### src/eews_defines.vh
// constants and rule summary for the two-wire eeprom slave write front end
// Summary of operation
// SDA falling while SCL high is Start; detected at any time.
// SDA rising while SCL high is Stop; ends the transfer.
// SDA changes only while SCL low; high-phase changes are Start/Stop.
// master starts only on idle bus and decides byte count.
// receiver acknowledges by holding SDA low through ninth clock high.
// no acknowledge at all while the programming cycle runs.
// on reads master withholds ack; slave then releases SDA high.
// control byte top four bits must match device-type code.
// next three bits must match chip-select inputs, high bit first.
// on type and select match, acknowledge the control byte.
// control byte lowest bit: one is read, zero is write.
// write takes two address bytes, high first; keeps 14 bits.
// reduced package master sends the two missing select bits as zero.
// pointer never carries across devices; master re-addresses.
// byte write: control, ack, addr high, ack, addr low, ack, data, ack, Stop.
// Stop after acked data starts self-timed write, at most 5 ms.
// write-protect high: still ack, but no write cycle, accept at once.
// write-protect blocks only writes; reads proceed normally.
// after byte write, address counter holds written address plus one.
// write-protect sampled at Stop; later changes do not matter.
// on mismatch release SDA and ignore bus until next Start.
`ifndef EEWS_DEFINES_VH
`define EEWS_DEFINES_VH
`define EEWS_ADDR_W 14
`define EEWS_CTRL_TYPE_MSB 7
`define EEWS_CTRL_TYPE_LSB 4
`define EEWS_CTRL_SEL_MSB 3
`define EEWS_CTRL_SEL_LSB 1
`define EEWS_CTRL_RW_BIT 0
`define EEWS_WRITE_TIME_US 5000
`define EEWS_CLK_MHZ 40
`define EEWS_WRITE_CYCLES (`EEWS_WRITE_TIME_US * `EEWS_CLK_MHZ)
`define EEWS_ADDR_RESET 14'h0000
`endif

### src/eews_slave.v
// two-wire eeprom slave: framing, addressing, byte write, write cycle
`timescale 1ns/1ps
`default_nettype none
`include "eews_defines.vh"
module eews_slave #(
  parameter [3:0] DEVICE_TYPE = 4'h5, // arbitrary value, set per product
  parameter WRITE_CYCLES = `EEWS_WRITE_CYCLES
) (
  input wire i_sys_clk,
  input wire i_rstn,
  input wire i_scl,
  input wire i_sda,
  input wire i_chip_select_input_low,
  input wire i_chip_select_input_mid,
  input wire i_chip_select_input_high,
  input wire i_write_protect,
  output reg o_sda_oe,
  output reg o_busy,
  output reg o_mem_we,
  output reg [`EEWS_ADDR_W-1:0] o_mem_addr,
  output reg [7:0] o_mem_data,
  output reg [`EEWS_ADDR_W-1:0] o_word_address_bits,
  output reg o_read_req
);
  // states, one-hot
  localparam [5:0] ST_IDLE = 6'h01;
  localparam [5:0] ST_CTRL = 6'h02;
  localparam [5:0] ST_ADRH = 6'h04;
  localparam [5:0] ST_ADRL = 6'h08;
  localparam [5:0] ST_DATA = 6'h10;
  localparam [5:0] ST_RD = 6'h20;
  localparam CNT_W = 24;
  // cut to the counter width on purpose; the default fits in 24 bits
  localparam [CNT_W-1:0] WC_LAST = WRITE_CYCLES[CNT_W-1:0] - 1'b1;

  // two-flop synchronisers for every pin
  reg [1:0] scl_sync_reg;
  reg [1:0] sda_sync_reg;
  reg [1:0] wp_sync_reg;
  reg [2:0] cs_meta_reg;
  reg [2:0] cs_reg;
  reg scl_d_reg;
  reg sda_d_reg;
  always @(posedge i_sys_clk or negedge i_rstn) begin
    if (!i_rstn) begin
      scl_sync_reg <= 2'h3;
      sda_sync_reg <= 2'h3;
      wp_sync_reg <= 2'h0;
      cs_meta_reg <= 3'h0;
      cs_reg <= 3'h0;
      scl_d_reg <= 1'b1;
      sda_d_reg <= 1'b1;
    end else begin
      scl_sync_reg <= {scl_sync_reg[0], i_scl};
      sda_sync_reg <= {sda_sync_reg[0], i_sda};
      wp_sync_reg <= {wp_sync_reg[0], i_write_protect};
      cs_meta_reg <= {i_chip_select_input_high, i_chip_select_input_mid,
                      i_chip_select_input_low};
      cs_reg <= cs_meta_reg;
      scl_d_reg <= scl_sync_reg[1];
      sda_d_reg <= sda_sync_reg[1];
    end
  end

  wire scl = scl_sync_reg[1];
  wire sda = sda_sync_reg[1];
  wire scl_rise = scl & ~scl_d_reg;
  wire scl_fall = ~scl & scl_d_reg;
  // data changes only with scl low; high-phase edges are conditions
  wire start_det = scl & scl_d_reg & sda_d_reg & ~sda;
  wire stop_det = scl & scl_d_reg & ~sda_d_reg & sda;

  reg [5:0] state_reg;
  reg [3:0] bit_cnt_reg;
  reg [7:0] shift_reg;
  reg ack_phase_reg;
  reg ack_drive_reg;
  reg data_done_reg;
  reg [`EEWS_ADDR_W-1:0] ptr_reg;
  reg [7:0] data_reg;
  reg [CNT_W-1:0] wc_cnt_reg;
  wire [7:0] rx_byte = {shift_reg[6:0], sda};
  // type code and select bits of the complete control byte
  wire ctrl_match = (shift_reg[`EEWS_CTRL_TYPE_MSB:`EEWS_CTRL_TYPE_LSB]
                     == DEVICE_TYPE) &&
                    (shift_reg[`EEWS_CTRL_SEL_MSB:`EEWS_CTRL_SEL_LSB]
                     == cs_reg);

  // byte framing, ack generation and command decode
  always @(posedge i_sys_clk or negedge i_rstn) begin
    if (!i_rstn) begin
      state_reg <= ST_IDLE;
      bit_cnt_reg <= 4'h0;
      shift_reg <= 8'h00;
      ack_phase_reg <= 1'b0;
      ack_drive_reg <= 1'b0;
      data_done_reg <= 1'b0;
      ptr_reg <= `EEWS_ADDR_RESET;
      data_reg <= 8'h00;
      wc_cnt_reg <= {CNT_W{1'b0}};
      o_sda_oe <= 1'b0;
      o_busy <= 1'b0;
      o_mem_we <= 1'b0;
      o_mem_addr <= `EEWS_ADDR_RESET;
      o_mem_data <= 8'h00;
      o_word_address_bits <= `EEWS_ADDR_RESET;
      o_read_req <= 1'b0;
    end else begin
      o_mem_we <= 1'b0;
      o_read_req <= 1'b0;
      // self-timed programming; counter bounds the cycle at the full time
      if (o_busy) begin
        if (wc_cnt_reg == WC_LAST) begin
          o_busy <= 1'b0;
        end else begin
          wc_cnt_reg <= wc_cnt_reg + 1'b1;
        end
      end
      if (start_det) begin
        // start wins anywhere, even mid-byte or after a mismatch
        state_reg <= ST_CTRL;
        bit_cnt_reg <= 4'h0;
        ack_phase_reg <= 1'b0;
        ack_drive_reg <= 1'b0;
        data_done_reg <= 1'b0;
        o_sda_oe <= 1'b0;
      end else if (stop_det) begin
        state_reg <= ST_IDLE;
        o_sda_oe <= 1'b0;
        ack_drive_reg <= 1'b0;
        // protect level is taken here only; later changes do not matter
        if (data_done_reg && !wp_sync_reg[1] && !o_busy) begin
          o_busy <= 1'b1;
          wc_cnt_reg <= {CNT_W{1'b0}};
          o_mem_we <= 1'b1;
          o_mem_addr <= ptr_reg;
          o_mem_data <= data_reg;
          ptr_reg <= ptr_reg + 1'b1;
        end
        data_done_reg <= 1'b0;
      end else if (state_reg != ST_IDLE) begin
        if (scl_rise && !ack_phase_reg) begin
          shift_reg <= rx_byte;
          bit_cnt_reg <= bit_cnt_reg + 4'h1;
        end
        if (scl_fall && !ack_phase_reg && bit_cnt_reg == 4'h8) begin
          // byte complete: decide on ack for the ninth clock
          bit_cnt_reg <= 4'h0;
          ack_phase_reg <= 1'b1;
          ack_drive_reg <= 1'b0;
          case (state_reg)
            ST_CTRL: begin
              if (!o_busy && ctrl_match) begin
                ack_drive_reg <= 1'b1;
                o_sda_oe <= 1'b1;
                if (shift_reg[`EEWS_CTRL_RW_BIT]) begin
                  state_reg <= ST_RD;
                  o_read_req <= 1'b1;
                end else begin
                  state_reg <= ST_ADRH;
                end
              end else begin
                state_reg <= ST_IDLE;
              end
            end
            ST_ADRH: begin
              ptr_reg[`EEWS_ADDR_W-1:8] <= shift_reg[5:0];
              ack_drive_reg <= 1'b1;
              o_sda_oe <= 1'b1;
              state_reg <= ST_ADRL;
            end
            ST_ADRL: begin
              ptr_reg[7:0] <= shift_reg;
              o_word_address_bits <= {ptr_reg[`EEWS_ADDR_W-1:8], shift_reg};
              ack_drive_reg <= 1'b1;
              o_sda_oe <= 1'b1;
              state_reg <= ST_DATA;
            end
            ST_DATA: begin
              // only a single byte is kept; further bytes overwrite it
              data_reg <= shift_reg;
              data_done_reg <= 1'b1;
              ack_drive_reg <= 1'b1;
              o_sda_oe <= 1'b1;
            end
            default: begin
              // read data path lies outside this block; release the line
              state_reg <= ST_IDLE;
            end
          endcase
        end else if (scl_fall && ack_phase_reg) begin
          // ninth clock over: release so the master owns sda again
          ack_phase_reg <= 1'b0;
          ack_drive_reg <= 1'b0;
          o_sda_oe <= 1'b0;
        end
      end
    end
  end
endmodule
`default_nettype wire

### config.mk
export PLATFORM = sky130hd
export DESIGN_NAME = eews_slave
export DESIGN_NICKNAME = d
export VERILOG_FILES = /design/src/eews_slave.v
export VERILOG_INCLUDE_DIRS = /design/src
export SDC_FILE = /design/constraint.sdc
export NUM_CORES = 1
export LEC_CHECK = 0
export BUFFER_PORTS_ARGS = -buffer_cell sky130_fd_sc_hd__buf_4
export CORE_MARGIN = 2
export CORE_UTILIZATION = 30
export CTS_CLUSTER_DIAMETER = 200
export CTS_CLUSTER_SIZE = 14
export DETAILED_ROUTE_END_ITERATION = 8
export PLACE_DENSITY = 0.43
export SETUP_SLACK_MARGIN = 0.1
export SLEW_MARGIN = 10
export SYNTH_ARGS = -nofsm -noshare
export SYNTH_HDL_FRONTEND = slang
export SYNTH_SLANG_ARGS = --single-unit
export TNS_END_PERCENT = 10
### constraint.sdc
create_clock -name i_sys_clk -period 2.1 [get_ports i_sys_clk]
set_input_delay 0.63 -clock i_sys_clk [delete_from_list [all_inputs] [get_ports i_sys_clk]]
set_output_delay 0.63 -clock i_sys_clk [all_outputs]
set_load 0.02 [all_outputs]
==> results_dict.tcl <==
set metrics [dict create \
    status "finished, final reports clean" \
    synth_fa_ha_area_share_pct 0.918 \
    drt_iter0_markers 255 \
    gp_congestion 0.820 \
    r2r_start "bit_cnt_reg[0]" \
    syn_area_um2 5450 \
    crit_arrival_ps 1320 \
    synth-async-reset-ratio_pct 100 \
    die_x_um 139 \
    min_path_type "input port to async pin" \
    cp-start-kind "flop" \
    r2r_cells 8 \
    io_pins 48 \
    slew_headroom_pct 66.9 \
    worst_slew_pin_slew_ps 495 \
    yosysUniqueCellTypes 64 \
    fin_nets 603 \
    layout-drive-gt1-share_pct 28.5 \
    wl_per_cell_um 16.5 \
    crit_path_end_kind "output pin" \
    vdd_drop_max_v 0.000571 \
    ant_nets 0 \
    timing.setup.tns_ps 0 \
    clock_latency_ps 420 \
    routed_via_density 4.94 \
    drc_errors 0 \
    largest_reg_flops 24 \
    cts_hold_buf 0 \
    syn_area_per_cell_um2 10.7 \
    cp.required_ps 1470 \
    grt_max_degree 44 \
    postSynthCellCount 511 \
    finalSetupViolCount 0 \
    synth_edf_count 0 \
    rrSetupSlack_ps 220 \
    syn_nets 523 \
    post_dp_cell_area_um2 6290 \
    grt_pass1_wl_um 22400 \
    fin_skew_ps 9.51 \
    synth_flop_cell "dfrtp_1" \
    muxShareOfSynthArea_pct 5.97 \
    crit_fanout 8 \
    rsz0062_at_grt "yes" \
    area_growth_pct 26.8 \
    final_common_cell "dfrtp_1" \
    synth-seq-area-share_pct 55.2 \
    antenna_found_initial 0 \
    antenna_cells 0 \
    crit_path_start "o_busy" \
    clk_transition_reported_paths_ps 60 \
    drv_slew 0 \
    yosysWarnings 0 \
    pwr_density_cell_nw_per_um2 900 \
    synth_top_family_by_area "simple AND/OR/NAND/NOR gates" \
    dr.pass1.iters 4 \
    synth_seq_cells 120 \
    cts-root-buf "clkbuf_16" \
    io_buffers 47 \
    routed_wl_um 13700 \
    cap_violations 0 \
    crit_type "flop to output pin" \
    min_period_ps 1950 \
    num_vias 4116 \
    tritoncts "yes" \
    multi_input_area_um2 2330 \
    grt_pass1_vias 4139 \
    grt_remaining_overflow 0 \
    most-common-layout-cells "112 x dfrtp_1, 94 x nand2_1, 76 x buf_4" \
    synth-simple-area-share_pct 21.0 \
    rows 49 \
    cts_buffer_depth 2 \
    p_total_w 0.00622 \
    ff_latch_area_um2 3010 \
    clock.fmax_ghz 0.513 \
    fin_area_um2 6910 \
    p_leak_nw 3.24 \
    synth_xor_xnor_area_share_pct 3.05 \
    cts_buffers 17 \
    hold_viol_final 0 \
    htreeDepth 4 \
    fin_crit_sh_pct 92.8 \
    die_h_um 139 \
    die_area_um2 19300 \
    core-area_um2 17900 \
    r2r_end "data_reg[6]" \
    nFillCells 1805 \
    grt_usage_pct 14.9 \
    cts_sinks 120 \
    start_util_pct 30.5 \
    dp_hpwl_um 9460 \
    synth_compound_area_share_pct 11.2 \
]
power breakdown:
part | internal (W) | switching [W]
clock | 0.00165 | 0.00115
combinational | 0.000367 | 0.000425
sequential | 0.00246 | 0.000171
total | 0.00448 | 0.00174
final cells by class:
| type | instances | share of cell area (%) |
|---|---|---|
| sequential | 120 | 43.6 |
| multi-input combinational | 359 | 33.7 |
| timing repair buffer | 81 | 9.70 |
| clock buffer | 17 | 6.15 |
| tap | 229 | 4.14 |
| clock inverter | 15 | 2.12 |
| inverter | 12 | 0.651 |
layer usage:
metal | GRT usage, % | vias up | part of all wire (%)
met3 | 4.49 | 15 | 3.5
met5 | 0 | - | 0
met2 | 22.2 | 80 | 46
met1 | 20.7 | 2029 | 49
met4 | 5.26 | 0 | 1.4
li1 | - | 1992 | -
worst max path at each step:
| stage | to | slack [ps] | cells after the start |
|---|---|---|---|
| after floorplan | data_reg[0] | 180 | 8 |
| after global placement | o_sda_oe | 30 | 6 |
| after detailed placement | o_sda_oe | 50 | 6 |
| after CTS | data_reg[0] | 60 | 7 |
| after global routing | wc_cnt_reg[0] | 70 | 6 |
| final | o_busy | 150 | 3 |
stage by stage:
step	instances	setup slack, ps	hold slack [ps]	util (%)
global route	833	68.0	176	38.6
CTS	832	63.9	150	38.4
global placement	800	27.1	336	35.1
detailed placement	800	48.4	340	35.1
floorplan	511	178	331	-
finish	833	151	155	38.6
cell families (layout without fill, tap and decap cells):
family                     after synthesis  count (layout)
AOI/OAI and AO/OA                       90              90
buffers and inverters                   32             125
adders and majority gates                4               4
and+or+nand+nor                        217             217
muxes                                   29              29
xor gates and xnor gates                19              19
DFF                                    120             120
what timing repair did:
item | in CTS | in global routing
buffers inserted | 0 | 1
pin swaps | 0 | 2
setup endpoints to repair | 14 | 35
gates resized for setup | 1 | 8
cloned | 0 | 0
worst max-delay path: stages (launching register included):
cell and delay [ps]:
dfrtp_1 410, buf_4 170, buf_4 160, buf_4 160
synthesized netlist by cell type, types with 2 or more instances:
cell	number	area share, %
a21o_1	2	0.28
or3_1	5	0.57
a22o_1	4	0.64
o21ai_0	19	1.7
nand3_1	17	1.6
nor4b_1	5	0.80
xor2_1	6	0.96
mux2_2	28	5.8
inv_1	11	0.76
or4_1	2	0.28
and3_1	8	0.92
a21oi_1	16	1.5
or2_1	2	0.23
o31ai_1	8	1.1
dfrtp_1	113	52
nand4_1	9	1.0
nand4b_1	2	0.32
o211ai_1	5	0.69
nand2b_1	2	0.23
o22ai_1	5	0.57
xnor2_1	13	2.1
nor4_4	2	0.78
and4_1	6	0.96
a2bb2oi_1	6	0.96
dfstp_2	7	3.4
a22oi_1	2	0.28
nor2b_1	3	0.34
nand2_1	95	6.5
and2_1	6	0.69
nor3_1	12	1.1
clkbuf_1	8	0.55
o21a_1	2	0.28
nor2_1	28	1.9
ha_1	4	0.92
o31a_1	2	0.32
a31oi_1	9	1.0
a32o_1	2	0.37
buf_2	9	0.83
Note: power is estimated with default switching activity, not from simulation.
